File: config.mk
export PLATFORM = sky130hd
export DESIGN_NAME = tccu_top
export DESIGN_NICKNAME = d
export VERILOG_FILES = /design/src/hw/tccu_pkg.sv /design/src/hw/tccu_top.sv
export VERILOG_INCLUDE_DIRS = /design/src /design/src/hw
export SDC_FILE = /design/constraint.sdc
export NUM_CORES = 1
export LEC_CHECK = 0
export BUFFER_PORTS_ARGS = -buffer_cell sky130_fd_sc_hd__buf_2
export CORE_UTILIZATION = 54
export CTS_BUF_LIST = sky130_fd_sc_hd__clkbuf_16
export DETAILED_ROUTE_END_ITERATION = 8
export PLACE_DENSITY = 0.74
export SLEW_MARGIN = 20
export SYNTH_ARGS = -nofsm -noshare
export SYNTH_HDL_FRONTEND = slang
export SYNTH_SLANG_ARGS = --single-unit
export TNS_END_PERCENT = 5
File: constraint.sdc
create_clock -name CLK_I -period 3.5 [get_ports CLK_I]
set_clock_uncertainty 0.2 [all_clocks]
set_input_delay 0.7 -clock CLK_I [delete_from_list [all_inputs] [get_ports CLK_I]]
set_output_delay 0.7 -clock CLK_I [all_outputs]
set_load 0.01 [all_outputs]
File: src/hw/tccu_defines.svh
`ifndef TCCU_DEFINES_SVH
`define TCCU_DEFINES_SVH

// register byte addresses on the bus
`define TCCU_ADDR_EDGE_SEL   12'h000
`define TCCU_ADDR_CAP1       12'h004
`define TCCU_ADDR_CAP2       12'h008
`define TCCU_ADDR_CAP3       12'h00c
`define TCCU_ADDR_SHARED     12'h010
`define TCCU_ADDR_CMP1       12'h014
`define TCCU_ADDR_CMP2       12'h018
`define TCCU_ADDR_CMP3       12'h01c
`define TCCU_ADDR_CMP4       12'h020
`define TCCU_ADDR_PIN_MASK   12'h024
`define TCCU_ADDR_PIN_DATA   12'h028
`define TCCU_ADDR_ACTION     12'h02c
`define TCCU_ADDR_FLAG       12'h030
`define TCCU_ADDR_MASK       12'h034
`define TCCU_ADDR_ACCUM_CTL  12'h038
`define TCCU_ADDR_COUNT      12'h03c

// accumulator control fields
`define TCCU_ACC_FUNC_BIT    2
`define TCCU_ACC_DIR3_BIT    3

// flag / mask layout: compare 1..4 at 7..4, shared at 3, capture 1..3 at 2..0
`define TCCU_FLG_CMP1        7
`define TCCU_FLG_SHARED      3

`define TCCU_CMP_RESET       16'hffff
`define TCCU_COUNT_RESET     16'h0000
`define TCCU_PORT_RESET      5'h00

`endif

File: src/hw/tccu_pkg.sv
package tccu_pkg;
    typedef struct packed {
        logic [11:0] paddr;
        logic        psel;
        logic        penable;
        logic        pwrite;
        logic [31:0] pwdata;
        logic [3:0]  pstrb;
    } tccu_apb_req_t;

    typedef struct packed {
        logic [31:0] prdata;
        logic        pready;
        logic        pslverr;
    } tccu_apb_rsp_t;

    typedef enum logic [1:0] {
        TCCU_ACT_OFF    = 2'b00,
        TCCU_ACT_TOGGLE = 2'b01,
        TCCU_ACT_LOW    = 2'b10,
        TCCU_ACT_HIGH   = 2'b11
    } tccu_action_t;

    typedef enum logic [2:0] {
        TCCU_BUS_IDLE   = 3'b001,
        TCCU_BUS_ACCESS = 3'b010,
        TCCU_BUS_DONE   = 3'b100
    } tccu_bus_state_t;

    typedef struct packed {
        tccu_bus_state_t bus;
        logic [15:0]     count;
        logic [7:0]      edge_sel;
        logic [3:0][15:0] cap;
        logic [3:0]      cap_block;
        logic [3:0]      cap_pend;
        logic [3:0][15:0] cap_pend_val;
        logic [3:0]      pin_s0;
        logic [3:0]      pin_s1;
        logic [3:0]      pin_prev;
        logic [4:0][15:0] cmp;
        logic [4:0]      cmp_inhibit;
        logic [4:0]      match_d;
        logic [7:0]      pin_mask;
        logic [7:0]      pin_data;
        logic [7:0]      action;
        logic [7:0]      flag;
        logic [7:0]      mask;
        logic [7:0]      acc_ctl;
        logic [4:0]      port_out;
        logic [31:0]     prdata;
        logic            pslverr;
    } tccu_state_t;
endpackage

File: src/hw/tccu_top.sv
`timescale 1ns/100ps
`include "tccu_defines.svh"

// Operation
// - capture copies whole counter value at once
// - capture pins synchronised before latching count
// - edge select 00 off,01 rise,10 fall,11 any
// - edge select bits clear at reset
// - captures independent, same cycle same value
// - capture registers untouched by reset
// - high byte read blocks capture two cycles
// - blocked capture held, written in the cycle after the block
// - function bit 1 capture, 0 compare default
// - driven bit3 pin edges still capture
// - writes to shared register ignored in capture
// - comparators check counter every cycle except the one after a high byte write; fifth only in compare mode
// - match sets flag, mask gates interrupt
// - compare registers reset to all ones
// - pin action every match regardless of flag
// - channel one drives any masked pin combination
// - high byte write suppresses compare one cycle
// - compare registers fully readable and writable
// - pin change lags match flag by one cycle
// - mode/level 00 off,01 toggle,10 low,11 high
// - channel one copies data bits 7..3 to pins 4..0
// - flags clear only on written ones
// - counter from zero, wraps, not writable
module tccu_top (
    input  wire logic                   CLK_I,
    input  wire logic                   RST_N_I,
    input  wire tccu_pkg::tccu_apb_req_t APB_REQ_I,
    output tccu_pkg::tccu_apb_rsp_t      APB_RSP_O,
    input  wire logic [3:0]             CAP_PIN_I,
    output logic [4:0]                  CMP_PIN_O,
    output logic [4:0]                  CMP_PIN_OE_N_O,
    output logic [15:0]                 COUNT_O,
    output logic [7:0]                  FLAG_O,
    output logic                        IRQ_O
);
    import tccu_pkg::*;

    tccu_state_t r;
    tccu_state_t next_r;

    logic        shared_cap;
    logic        wr_take;
    logic        rd_take;
    logic [11:0] addr;
    logic [3:0]  cap_hi_read;
    logic [4:0]  cmp_hi_write;
    logic [4:0]  match;
    logic [3:0]  edge_hit;
    logic [3:0]  pin_lvl;
    logic [4:0]  cmp_pin_used;
    logic        mapped;

    assign shared_cap = r.acc_ctl[`TCCU_ACC_FUNC_BIT];
    assign addr       = APB_REQ_I.paddr;
    assign wr_take    = (r.bus == TCCU_BUS_ACCESS) && APB_REQ_I.pwrite;
    assign rd_take    = (r.bus == TCCU_BUS_ACCESS) && !APB_REQ_I.pwrite;

    // the high byte of a 16-bit pair is byte lane 1; a word read touches it too
    assign cap_hi_read[0] = rd_take && addr == `TCCU_ADDR_CAP1;
    assign cap_hi_read[1] = rd_take && addr == `TCCU_ADDR_CAP2;
    assign cap_hi_read[2] = rd_take && addr == `TCCU_ADDR_CAP3;
    assign cap_hi_read[3] = rd_take && addr == `TCCU_ADDR_SHARED && shared_cap;

    assign cmp_hi_write[0] = wr_take && APB_REQ_I.pstrb[1] && addr == `TCCU_ADDR_CMP1;
    assign cmp_hi_write[1] = wr_take && APB_REQ_I.pstrb[1] && addr == `TCCU_ADDR_CMP2;
    assign cmp_hi_write[2] = wr_take && APB_REQ_I.pstrb[1] && addr == `TCCU_ADDR_CMP3;
    assign cmp_hi_write[3] = wr_take && APB_REQ_I.pstrb[1] && addr == `TCCU_ADDR_CMP4;
    assign cmp_hi_write[4] = wr_take && APB_REQ_I.pstrb[1] && addr == `TCCU_ADDR_SHARED && !shared_cap;

    // bit3 pin as seen by capture: our own drive when the direction bit makes it an output
    always_comb begin
        pin_lvl = CAP_PIN_I;
        if (r.acc_ctl[`TCCU_ACC_DIR3_BIT]) begin
            pin_lvl[3] = r.port_out[0];
        end
    end

    genvar gi;
    generate
        for (gi = 0; gi < 4; gi++) begin : g_edge
            logic rise;
            logic fall;
            logic en;
            assign rise = r.pin_s1[gi] && !r.pin_prev[gi];
            assign fall = !r.pin_s1[gi] && r.pin_prev[gi];
            assign en   = (gi < 3) || shared_cap;
            assign edge_hit[gi] = en && ((r.edge_sel[2*gi] && rise) || (r.edge_sel[2*gi+1] && fall));
        end
        for (gi = 0; gi < 5; gi++) begin : g_cmp
            // comparator skipped one cycle after a high byte write; the shared one only in compare mode
            assign match[gi] = (r.cmp[gi] == r.count) && !r.cmp_inhibit[gi] &&
                               ((gi < 4) || !shared_cap);
        end
    endgenerate

    always_comb begin
        logic [15:0] wv;
        logic [7:0]  clr;
        logic [4:0]  p;
        wv       = 16'h0000;
        clr      = 8'h00;
        p        = r.port_out;
        next_r   = r;
        mapped   = 1'b1;

        next_r.count = r.count + 16'h0001;

        // double-flop synchroniser, prev only reads the second stage
        next_r.pin_s0   = pin_lvl;
        next_r.pin_s1   = r.pin_s0;
        next_r.pin_prev = r.pin_s1;

        next_r.cap_block = cap_hi_read;
        for (int i = 0; i < 4; i++) begin
            if (edge_hit[i] || r.cap_pend[i]) begin
                if (r.cap_block[i] || cap_hi_read[i]) begin
                    // deferred, not dropped; keeps the count of the edge
                    next_r.cap_pend[i]     = 1'b1;
                    if (edge_hit[i] && !r.cap_pend[i]) begin
                        next_r.cap_pend_val[i] = r.count;
                    end
                end else begin
                    next_r.cap[i]      = r.cap_pend[i] ? r.cap_pend_val[i] : r.count;
                    next_r.cap_pend[i] = 1'b0;
                end
            end
        end

        next_r.cmp_inhibit = cmp_hi_write;
        next_r.match_d     = match;

        // pin actions one cycle after the match; channel one first, others override their own pin
        for (int b = 0; b < 5; b++) begin
            if (r.match_d[0] && r.pin_mask[3+b]) begin
                p[b] = r.pin_data[3+b];
            end
        end
        for (int c = 1; c < 5; c++) begin
            if (r.match_d[c]) begin
                case (tccu_action_t'({r.action[2*(4-c)+1], r.action[2*(4-c)]}))
                    TCCU_ACT_TOGGLE: p[4-c] = !r.port_out[4-c];
                    TCCU_ACT_LOW:    p[4-c] = 1'b0;
                    TCCU_ACT_HIGH:   p[4-c] = 1'b1;
                    default:         p[4-c] = p[4-c];
                endcase
            end
        end
        next_r.port_out = p;

        // bus decode
        wv = APB_REQ_I.pwdata[15:0];
        case (addr)
            `TCCU_ADDR_EDGE_SEL, `TCCU_ADDR_CAP1, `TCCU_ADDR_CAP2, `TCCU_ADDR_CAP3,
            `TCCU_ADDR_SHARED, `TCCU_ADDR_CMP1, `TCCU_ADDR_CMP2, `TCCU_ADDR_CMP3,
            `TCCU_ADDR_CMP4, `TCCU_ADDR_PIN_MASK, `TCCU_ADDR_PIN_DATA, `TCCU_ADDR_ACTION,
            `TCCU_ADDR_FLAG, `TCCU_ADDR_MASK, `TCCU_ADDR_ACCUM_CTL, `TCCU_ADDR_COUNT: mapped = 1'b1;
            default: mapped = 1'b0;
        endcase

        if (wr_take && APB_REQ_I.pstrb[0]) begin
            case (addr)
                `TCCU_ADDR_EDGE_SEL:  next_r.edge_sel = wv[7:0];
                `TCCU_ADDR_PIN_MASK:  next_r.pin_mask = {wv[7:3], 3'b000};
                `TCCU_ADDR_PIN_DATA:  next_r.pin_data = {wv[7:3], 3'b000};
                `TCCU_ADDR_ACTION:    next_r.action   = wv[7:0];
                `TCCU_ADDR_FLAG:      clr             = wv[7:0];
                `TCCU_ADDR_MASK:      next_r.mask     = wv[7:0];
                `TCCU_ADDR_ACCUM_CTL: next_r.acc_ctl  = wv[7:0];
                default:              clr             = 8'h00;
            endcase
        end
        for (int k = 0; k < 5; k++) begin
            logic [11:0] a;
            a = (k == 4) ? `TCCU_ADDR_SHARED : 12'(`TCCU_ADDR_CMP1 + 12'(4 * k));
            if (wr_take && addr == a && !(k == 4 && shared_cap)) begin
                if (APB_REQ_I.pstrb[1]) begin
                    next_r.cmp[k][15:8] = wv[15:8];
                end
                if (APB_REQ_I.pstrb[0]) begin
                    next_r.cmp[k][7:0] = wv[7:0];
                end
            end
        end

        // set wins over a same-cycle clear
        next_r.flag = (r.flag & ~clr) |
                      {match[0], match[1], match[2], match[3],
                       match[4] | edge_hit[3], edge_hit[0], edge_hit[1], edge_hit[2]};

        next_r.prdata  = 32'h0000_0000;
        next_r.pslverr = 1'b0;
        case (r.bus)
            TCCU_BUS_IDLE: begin
                if (APB_REQ_I.psel && !APB_REQ_I.penable) begin
                    next_r.bus = TCCU_BUS_ACCESS;
                end
            end
            TCCU_BUS_ACCESS: begin
                next_r.bus     = TCCU_BUS_DONE;
                next_r.pslverr = !mapped;
                if (!APB_REQ_I.pwrite) begin
                    case (addr)
                        `TCCU_ADDR_EDGE_SEL:  next_r.prdata[7:0]  = r.edge_sel;
                        `TCCU_ADDR_CAP1:      next_r.prdata[15:0] = r.cap[0];
                        `TCCU_ADDR_CAP2:      next_r.prdata[15:0] = r.cap[1];
                        `TCCU_ADDR_CAP3:      next_r.prdata[15:0] = r.cap[2];
                        `TCCU_ADDR_SHARED:    next_r.prdata[15:0] = shared_cap ? r.cap[3] : r.cmp[4];
                        `TCCU_ADDR_CMP1:      next_r.prdata[15:0] = r.cmp[0];
                        `TCCU_ADDR_CMP2:      next_r.prdata[15:0] = r.cmp[1];
                        `TCCU_ADDR_CMP3:      next_r.prdata[15:0] = r.cmp[2];
                        `TCCU_ADDR_CMP4:      next_r.prdata[15:0] = r.cmp[3];
                        `TCCU_ADDR_PIN_MASK:  next_r.prdata[7:0]  = r.pin_mask;
                        `TCCU_ADDR_PIN_DATA:  next_r.prdata[7:0]  = r.pin_data;
                        `TCCU_ADDR_ACTION:    next_r.prdata[7:0]  = r.action;
                        `TCCU_ADDR_FLAG:      next_r.prdata[7:0]  = r.flag;
                        `TCCU_ADDR_MASK:      next_r.prdata[7:0]  = r.mask;
                        `TCCU_ADDR_ACCUM_CTL: next_r.prdata[7:0]  = r.acc_ctl;
                        `TCCU_ADDR_COUNT:     next_r.prdata[15:0] = r.count;
                        default:              next_r.prdata       = 32'h0000_0000;
                    endcase
                end
            end
            TCCU_BUS_DONE: begin
                next_r.bus = TCCU_BUS_IDLE;
            end
            default: begin
                next_r.bus = TCCU_BUS_IDLE;
            end
        endcase
    end

    // capture values and their pending copies deliberately keep their contents through reset
    always_ff @(posedge CLK_I) begin
        r <= next_r;
        if (!RST_N_I) begin
            r.bus          <= TCCU_BUS_IDLE;
            r.count        <= `TCCU_COUNT_RESET;
            r.edge_sel     <= 8'h00;
            r.cap_block    <= 4'h0;
            r.cap_pend     <= 4'h0;
            r.pin_s0       <= 4'h0;
            r.pin_s1       <= 4'h0;
            r.pin_prev     <= 4'h0;
            r.cmp          <= {5{`TCCU_CMP_RESET}};
            r.cmp_inhibit  <= 5'h00;
            r.match_d      <= 5'h00;
            r.pin_mask     <= 8'h00;
            r.pin_data     <= 8'h00;
            r.action       <= 8'h00;
            r.flag         <= 8'h00;
            r.mask         <= 8'h00;
            r.acc_ctl      <= 8'h00;
            r.port_out     <= `TCCU_PORT_RESET;
            r.prdata       <= 32'h0000_0000;
            r.pslverr      <= 1'b0;
        end
    end

    // pin owned by compare logic when it has an action or channel one mask selects it
    always_comb begin
        for (int c = 0; c < 5; c++) begin
            cmp_pin_used[c] = r.pin_mask[3+c];
        end
        for (int c = 1; c < 4; c++) begin
            cmp_pin_used[4-c] = cmp_pin_used[4-c] | (r.action[2*(4-c)+1] | r.action[2*(4-c)]);
        end
        cmp_pin_used[0] = cmp_pin_used[0] | ((r.action[1] | r.action[0]) & !shared_cap)
                          | r.acc_ctl[`TCCU_ACC_DIR3_BIT];
    end

    assign APB_RSP_O.prdata  = r.prdata;
    assign APB_RSP_O.pready  = (r.bus == TCCU_BUS_DONE);
    assign APB_RSP_O.pslverr = r.pslverr & (r.bus == TCCU_BUS_DONE);
    assign CMP_PIN_O         = r.port_out;
    assign CMP_PIN_OE_N_O    = ~cmp_pin_used;
    assign COUNT_O           = r.count;
    assign FLAG_O            = r.flag;
    assign IRQ_O             = |(r.flag & r.mask);
endmodule

==> results of run 1 <==
[worst max-delay path: stages (launching register included)]
cell	delay, ns
dfxtp_1	0.88
nor2_1	0.11
nor3_1	0.21
buf_2	0.17
[final cells by class]
| cell class | instances | area (µm²) |
|---|---|---|
| well taps | 378 | 473 |
| fillers | 2281 | 10700 |
| clock inverters | 24 | 170 |
| clock buffers | 37 | 926 |
| multi-input cells | 956 | 6660 |
| repair buffers | 171 | 1060 |
| inverters | 6 | 22.5 |
| flip-flops and latches | 329 | 7870 |
[stage by stage]
step            util  total power, mW  hold slack, ns  cell area, µm²
2_1_floorplan      -             4.26           0.212           15400
3_3_place_gp   0.577             4.37           0.214           16100
3_5_place_dp   0.577             4.37           0.221           16100
4_1_cts        0.617             7.90           0.176           17200
5_1_grt        0.617             8.08           0.181           17200
6_report       0.617             7.87           0.184           17200
[power groups by stage]
stage	Combinational (mW)	Sequential (mW)	Clock [mW]
floorplan	0.203	4.05	0
detailed placement	0.301	4.07	0
finish	0.310	3.98	3.57
global route	0.325	3.98	3.77
global placement	0.299	4.07	0
CTS	0.303	3.98	3.61
[worst paths after layout]
check                                              end  slack (ns)  cells after the start
worst max-delay path                 CMP_PIN_OE_N_O[0]        0.71                      3
worst min-delay path            next_r[182]$_SDFF_PN0_        0.18                      2
worst max register to register        r[271]$_DFFE_PP_        0.87                      5
worst min register to register  next_r[178]$_SDFF_PN0_        0.23                      1
[placed cells by master, fill, tap and decap left out, types with 54 or more instances in the layout]
master,n
nor2b_1,54
xor2_1,86
mux2_2,84
nand2_1,205
buf_2,90
dfxtp_1,201
buf_4,81
mux2i_1,82
nand3_1,88
edfxtp_1,128
[Yosys cell counts, types with 25 or more instances]
master	count
and2_1	34
nand2_1	205
buf_4	62
edfxtp_1	128
a22oi_1	25
nor2b_1	54
mux2i_1	82
xor2_1	86
nand3_1	88
o21ai_0	38
mux2_2	84
clkbuf_1	65
dfxtp_1	201
[flip-flops by register name, indices dropped and copies added, names as in the netlist]
name	flops
g_edge.en	1
CMP_PIN_O	5
FLAG_O	8
cmp_pin_used	1
COUNT_O	16
r	274
next_r	8
APB_RSP_O	16
[layer usage]
layer,global-route usage,up-vias
met5,0,-
met2,0.479,615
li1,-,5157
met3,0.0502,110
met1,0.440,5588
met4,0.132,0
[logic make-up after synthesis]
| kind of cell | Yosys count |
|---|---|
| compound gates | 158 |
| xor+xnor | 93 |
| fa+ha+maj | 1 |
| buf+inv | 158 |
| flops | 329 |
| mux | 173 |
| other cells | 1 |
| simple gates | 515 |
==> flow_summary.json, run 1 <==
{
  "min_from": "CAP_PIN_I[2]",
  "drtIter0Drc": 1245,
  "synth_cells": 1428,
  "ctsResizeCount": 0,
  "via_per_inst": 6.03,
  "fmax_mhz": 359,
  "hold_viol": 0,
  "synth_top_cell_by_area": "dfxtp_1",
  "synth_warnings": 0,
  "diodes": 0,
  "drc": 0,
  "slew_violations": 0,
  "ys.flop_type": "dfxtp_1",
  "post_cts_buffers": 0,
  "grt_max_degree": 91,
  "cellPowerDensity_nw_per_um2": 458,
  "fin_ws_ns": 0.713,
  "insertion_delay_ns": 0.52,
  "fin_crit_sh": 0.796,
  "worst_slew_pin_slew_ns": 1.01,
  "status": "finished clean",
  "synth-edff-count": 128,
  "setup_violations": 0,
  "synth-compound-area-share": 0.0704,
  "vias": 11500,
  "stdcell_count": 1901,
  "htree_levels": 2,
  "routed_wl_mm": 44.9,
  "p_sw_mw": 1.74,
  "coreArea_um2": 27900,
  "synth-xor-area-share": 0.0533,
  "place_inst": 1840,
  "maxCapViolCount": 0,
  "start_util": 0.549,
  "wl_per_cell_um": 23.6,
  "highest_layer": "met4",
  "ant_nets": 0,
  "fp.dieW_um": 170,
  "arrival_ns": 1.89,
  "first_global_vias": 10600,
  "rsz0062_at_grt": "no",
  "num_rows": 61,
  "power_switching_share": 0.221,
  "setup_tns_ns": 0,
  "die_area_um2": 29000,
  "cts.sinks": 329,
  "period_needed_ns": 2.79,
  "port_buffers": 91,
  "required_ns": 2.60,
  "wl_met3_mm": 3.96,
  "antenna_found_initial": 0,
  "rr_startpoint": "r[349]$_SDFFE_PN0P_",
  "pre_cts_slack_ns": 0.291,
  "synthTopCellsByArea": "dfxtp_1 26%, edfxtp_1 25%, mux2_2 6.2%",
  "p_leak_nw": 6.47,
  "syn2layout_area_growth_pct": 12.3,
  "netlist_area_um2": 15300,
  "syn_area_per_cell_um2": 10.7,
  "drive_above_1_share": 0.227,
  "synthMuxAreaShare": 0.126,
  "async_reset_ff_frac": 0,
  "tritoncts": "yes",
  "grt_usage": 0.313,
  "worst_setup_path_end_kind": "output pin",
  "hpwl_mm": 32.4,
  "clk_path_buf_depth": 3,
  "p_int_mw": 6.13,
  "synth_top_area_share": 0.263,
  "grt.overflow.total": 0,
  "path_clk_slew_ns": 0.06,
  "cts-buffers-inserted": 35,
  "hold_buffers": 0,
  "root_buffer": "clkbuf_16",
  "peakVddDrop_mv": 0.319,
  "critPathKind": "flop to output pin",
  "wl_met1_mm": 19.1,
  "min_path_type": "primary input to flop",
  "ys_types": 67,
  "cp-start-kind": "flop",
  "first_pass_iters": 7,
  "seqPwrFrac": 0.506,
  "startpoint": "g_edge[3].en$_SDFFE_PN0P_",
  "num-nets-final": 1557,
  "maxSlewHeadroom": 0.329,
  "ys_ff_latch": 329,
  "synth-seq-area-share": 0.514,
  "yosys.area_share.simple": 0.179,
  "ios": 126,
  "combPwrFrac": 0.039,
  "grt_pass1_wl_mm": 66.6,
  "wl_met2_mm": 19.9,
  "gp_congestion": 0.984,
  "synth_top_family_by_area": "simple AND/OR/NAND/NOR gates",
  "synthAdderAreaFrac": 0.000818,
  "pwr-share-clk": 0.454,
  "path_max_fanout": 16,
  "fp.dieH_um": 170
}
Note: power is estimated with default switching activity, not from simulation.
==> run 2, diff against run 1 <==
==> constraint.sdc (replaced) <==
create_clock -name CLK_I -period 2.5 [get_ports CLK_I]
set_clock_uncertainty 0.2 [all_clocks]
set_input_delay 0.5 -clock CLK_I [delete_from_list [all_inputs] [get_ports CLK_I]]
set_output_delay 0.5 -clock CLK_I [all_outputs]
set_load 0.01 [all_outputs]
==> flow_summary.json, run 2 (synthesized netlist as in run 1, its figures left out) <==
{
  "drc": 0,
  "diodes": 0,
  "startpoint": "COUNT_O[10]$_SDFF_PN0_",
  "grt_max_degree": 85,
  "setup_violations": 0,
  "num-nets-final": 1621,
  "ant_nets": 0,
  "final_cell_mix": "204 x nand2_1, 201 x dfxtp_1, 129 x buf_4",
  "grt_pass1_wl_mm": 69.5,
  "fin_crit_sh": 0.976,
  "cts.sinks": 329,
  "arrival_ns": 1.74,
  "coreArea_um2": 27900,
  "path_clk_slew_ns": 0.06,
  "drtIter0Drc": 1595,
  "routed_wl_mm": 46.5,
  "maxSlewHeadroom": 0.450,
  "via_per_inst": 5.92,
  "status": "finished clean",
  "first_global_vias": 11200,
  "insertion_delay_ns": 0.53,
  "grt_usage": 0.327,
  "drive_above_1_share": 0.259,
  "fin_area_um2": 17900,
  "required_ns": 1.80,
  "hold_viol": 0,
  "fmax_mhz": 410,
  "clk_path_buf_depth": 3,
  "critPathKind": "flop to output pin",
  "ios": 126,
  "path_max_fanout": 10,
  "gp_congestion": 1.04,
  "postPlaceCellArea_um2": 16800,
  "finish.utilization": 0.644,
  "wl_per_cell_um": 23.7,
  "grt.overflow.total": 0,
  "peakVddDrop_mv": 0.463,
  "place_inst": 1901,
  "slew_violations": 0,
  "syn2layout_area_growth_pct": 17.2,
  "largest_register_ffs": 274,
  "num_rows": 61,
  "fp.dieW_um": 170,
  "antenna_found_initial": 0,
  "stdcell_count": 1966,
  "fp.dieH_um": 170,
  "rsz0062_at_grt": "no",
  "period_needed_ns": 2.44,
  "maxCapViolCount": 0,
  "vias": 11600,
  "worst_setup_path_end_kind": "output pin",
  "hpwl_mm": 33.5,
  "rr_startpoint": "r[330]$_SDFFE_PN0P_",
  "first_pass_iters": 7,
  "port_buffers": 91,
  "min_from": "APB_REQ_I[38]",
  "setup_tns_ns": 0,
  "p_leak_nw": 6.84,
  "cts-buffers-inserted": 35,
  "start_util": 0.549,
  "root_buffer": "clkbuf_16",
  "htree_levels": 2,
  "cp-start-kind": "flop",
  "tritoncts": "yes",
  "die_area_um2": 29000,
  "min_path_type": "primary input to flop",
  "largest_register": "r",
  "p_total_mw": 11.2,
  "cellPowerDensity_nw_per_um2": 626,
  "final_common_cell": "nand2_1",
  "ctsResizeCount": 0,
  "worst_slew_pin_slew_ns": 0.821
}
## run 2: cell types whose count changed in the layout (fill, tap and decap cells not counted), sizes merged
cell | before | now
clkinv | 19 | 14
buf | 171 | 232
dlygate4sd3 | 0 | 3
clkbuf | 37 | 36
inv | 9 | 13
clkinvlp | 0 | 1
bufinv | 2 | 4
## run 2: report_power, final
| part | total (mW) | switching (mW) | internal (mW) |
|---|---|---|---|
| sequential | 5.56 | 0.00914 | 5.55 |
| combinational | 0.497 | 0.319 | 0.178 |
| clock | 5.16 | 2.14 | 3.03 |
## run 2: layer usage
layer / track usage / share of wire
met2: 0.519 / 0.46
met3: 0.0563 / 0.083
met1: 0.447 / 0.42
met4: 0.124 / 0.036
met5: 0 / 0
## run 2: worst paths after layout
path	cells past startpoint	end	slack [ns]
hold reg to reg	1	COUNT_O[0]$_SDFF_PN0_	0.21
hold / removal	3	r[349]$_SDFFE_PN0P_	0.06
setup reg to reg	5	r[320]$_DFFE_PP_	0.20
setup / recovery	2	COUNT_O[10]	0.06
## run 2: worst max-delay path: stages (launching register included)
cell	delay [ns]
dfxtp_1	0.72
buf_4	0.31
buf_2	0.18
## run 2: what timing repair did
action | 4_1_cts | 5_1_grt
hold buffers | 3 | 0
setup buffers | 0 | 0
endpoints found under the hold margin | 3 | 0
## run 2: area by class of cell
cell class | instances | area (µm²)
Tap cell | 378 | 473
Sequential cell | 329 | 7870
Clock buffer | 36 | 901
Clock inverter | 26 | 230
Inverter | 6 | 22.5
Fill cell | 2220 | 9930
Multi-Input combinational cell | 956 | 6730
Timing Repair Buffer | 235 | 1710
## run 2: through the flow
step	hold slack [ns]	setup WS, ns
after floorplan	0.212	-0.231
after global placement	0.202	-0.0126
after detailed placement	0.208	-0.0129
after CTS	0.0576	0.0943
after global routing	0.0673	0.0247
final	0.0650	0.0594
==> run 3, diff against run 2 <==
--- a/config.mk
+++ b/config.mk
@@ -6,6 +6,7 @@
 export SDC_FILE = /design/constraint.sdc
 export NUM_CORES = 1
 export LEC_CHECK = 0
+export ABC_AREA = 1
 export BUFFER_PORTS_ARGS = -buffer_cell sky130_fd_sc_hd__buf_2
 export CORE_UTILIZATION = 54
 export CTS_BUF_LIST = sky130_fd_sc_hd__clkbuf_16
==> flow_summary.json, run 3 <==
{
  "status": "finished clean",
  "wl_met2_mm": 22.4,
  "synth-edff-count": 128,
  "path_clk_slew_ns": 0.06,
  "whs_ns": 0.0264,
  "hpwl_mm": 34.9,
  "gp_congestion": 1.02,
  "wl_met3_mm": 4.69,
  "setup_tns_ns": 0,
  "diodes": 0,
  "largest_register": "r",
  "cellPowerDensity_nw_per_um2": 628,
  "vias": 13700,
  "clk_path_buf_depth": 3,
  "maxCapViolCount": 0,
  "cts.sinks": 329,
  "slew_violations": 0,
  "period_needed_ns": 2.31,
  "worst_setup_path_end_kind": "output pin",
  "rrSetupSlack_ns": 0.35,
  "synth_cells": 1888,
  "synth_warnings": 0,
  "min_path_cells": 3,
  "via_per_inst": 5.81,
  "antenna_found_initial": 0,
  "wl_met1_mm": 19.5,
  "synthTopCellsByCount": "447 x nand2_1, 201 x dfxtp_1, 190 x nand3_1",
  "synth_top_cell_by_area": "dfxtp_1",
  "first_global_vias": 12400,
  "synth.most_common_cell": "nand2_1",
  "p_leak_nw": 7.97,
  "synth-seq-area-share": 0.506,
  "crit_chain": "a22o_1, a221oi_1, nand2_1, buf_2",
  "drive_above_1_share": 0.151,
  "fp.dieW_um": 172,
  "maxSlewHeadroom": 0.552,
  "grt.overflow.total": 0,
  "first_pass_iters": 8,
  "required_ns": 1.80,
  "grt_usage": 0.338,
  "ios": 126,
  "netlist_area_um2": 15500,
  "drtIter0Drc": 1762,
  "async_reset_ff_frac": 0,
  "peakVddDrop_mv": 0.513,
  "min_path_type": "primary input to flop",
  "insertion_delay_ns": 0.53,
  "highest_layer": "met4",
  "worst_slew_pin_slew_ns": 0.672,
  "ant_nets": 0,
  "ff2ff_path_depth": 8,
  "num_rows": 61,
  "critPathKind": "flop to output pin",
  "ys_types": 49,
  "final_common_cell": "nand2_1",
  "fmax_mhz": 434,
  "ctsResizeCount": 0,
  "htree_levels": 2,
  "start_util": 0.554,
  "rsz0062_at_grt": "no",
  "port_buffers": 91,
  "grt_pass1_wl_mm": 73.2,
  "ys.flop_type": "dfxtp_1",
  "synth_top_area_share": 0.259,
  "path_depth": 4,
  "coreArea_um2": 28100,
  "cp_num_buf_inv": 1,
  "cp_top_family": "compound AO/OA/AOI/OAI gates",
  "hold_viol": 0,
  "die_area_um2": 29500,
  "tritoncts": "yes",
  "slowest_delay_ns": 0.35,
  "ys_ff_latch": 329,
  "root_buffer": "clkbuf_16",
  "grt_max_degree": 144,
  "routed_wl_mm": 49.4,
  "post_cts_buffers": 0,
  "syn_area_per_cell_um2": 8.24,
  "largest_register_ffs": 274,
  "path_max_fanout": 4,
  "synthTopCellsByArea": "dfxtp_1 26%, edfxtp_1 25%, nand2_1 11%",
  "setup_violations": 0,
  "cp_slowest_cell": "dfxtp_1",
  "hold_buffers": 3,
  "arrival_ns": 1.61,
  "fp.dieH_um": 172,
  "syn2layout_area_growth_pct": 12.1,
  "p_total_mw": 11.0,
  "drc": 0,
  "wl_per_cell_um": 21.0,
  "cts-buffers-inserted": 36,
  "num-nets-final": 2007,
  "fin_crit_sh": 0.923,
  "final_cell_mix": "447 x nand2_1, 201 x dfxtp_1, 190 x nand3_1",
  "cp-start-kind": "flop"
}
[run 3: cell count changes in the layout (fill, tap and decap cells not counted), sizes merged, moves of 67 or more]
cell    before  now
o21ai       38  148
o211ai       2   96
mux2i       82    0
mux2        84    0
nor2        26  188
inv         13  140
xor2        86   19
nand3       92  195
nand2      205  464
[run 3: stage by stage]
stage          setup slack, ns  cell area, µm²  utilization  instances
2_1_floorplan           -0.154           15600            -       1903
3_3_place_gp           -0.0185           16300        0.580       2286
4_1_cts                  0.208           17400        0.620       2353
6_report                 0.193           17400        0.620       2353
3_5_place_dp           -0.0592           16300        0.580       2286
5_1_grt                  0.111           17400        0.620       2353
[run 3: area by class of cell]
class                           count  area [µm²]
Sequential cell                   329        7870
Timing Repair Buffer              178        1220
Inverter                          137         517
Tap cell                          378         473
Clock buffer                       36         901
Fill cell                        2469       10700
Multi-Input combinational cell   1267        6260
Clock inverter                     28         191
[run 3: path summary, 6_finish.rpt]
| check | start | to |
|---|---|---|
| max reg2reg | r[348]$_SDFFE_PN1P_ | r[212]$_DFFE_PP_ |
| min reg2reg | next_r[180]$_SDFF_PN0_ | next_r[176]$_SDFF_PN0_ |
| min | APB_REQ_I[37] | r[349]$_SDFFE_PN0P_ |
| max | FLAG_O[0]$_SDFF_PN0_ | IRQ_O |
[run 3: kinds of logic after synthesis]
group	synth area share
flip-flops	0.506
adder cells (fa/ha/maj)	0.000805
other	0.000241
buffers and inverters	0.0974
XOR/XNOR	0.0118
AO/OA/AOI/OAI	0.136
AND/OR/NAND/NOR	0.248
[run 3: worst reg2reg max path, stage by stage, from the launching register on]
cell      delay (ns)
dfxtp_1         0.31
inv_1           0.08
nand3_2         0.12
nor2_1          0.13
inv_1           0.12
o21bai_2        0.27
o21ai_0         0.22
nor3_4          0.19
buf_12          0.20
[run 3: where the power goes]
group / internal, mW / total [mW] / switching (mW) / leakage [nW]
combinational: 0.0852 / 0.336 / 0.251 / 4.59
clock: 2.84 / 5.03 / 2.20 / 0.579
sequential: 5.56 / 5.58 / 0.0165 / 2.80
total: 8.48 / 11.0 / 2.47 / 7.97
[run 3: routing by layer]
layer,up-vias,track usage
li1,6391,-
met1,6323,0.431
met5,-,0
met3,152,0.0483
met2,813,0.545
met4,0,0.200
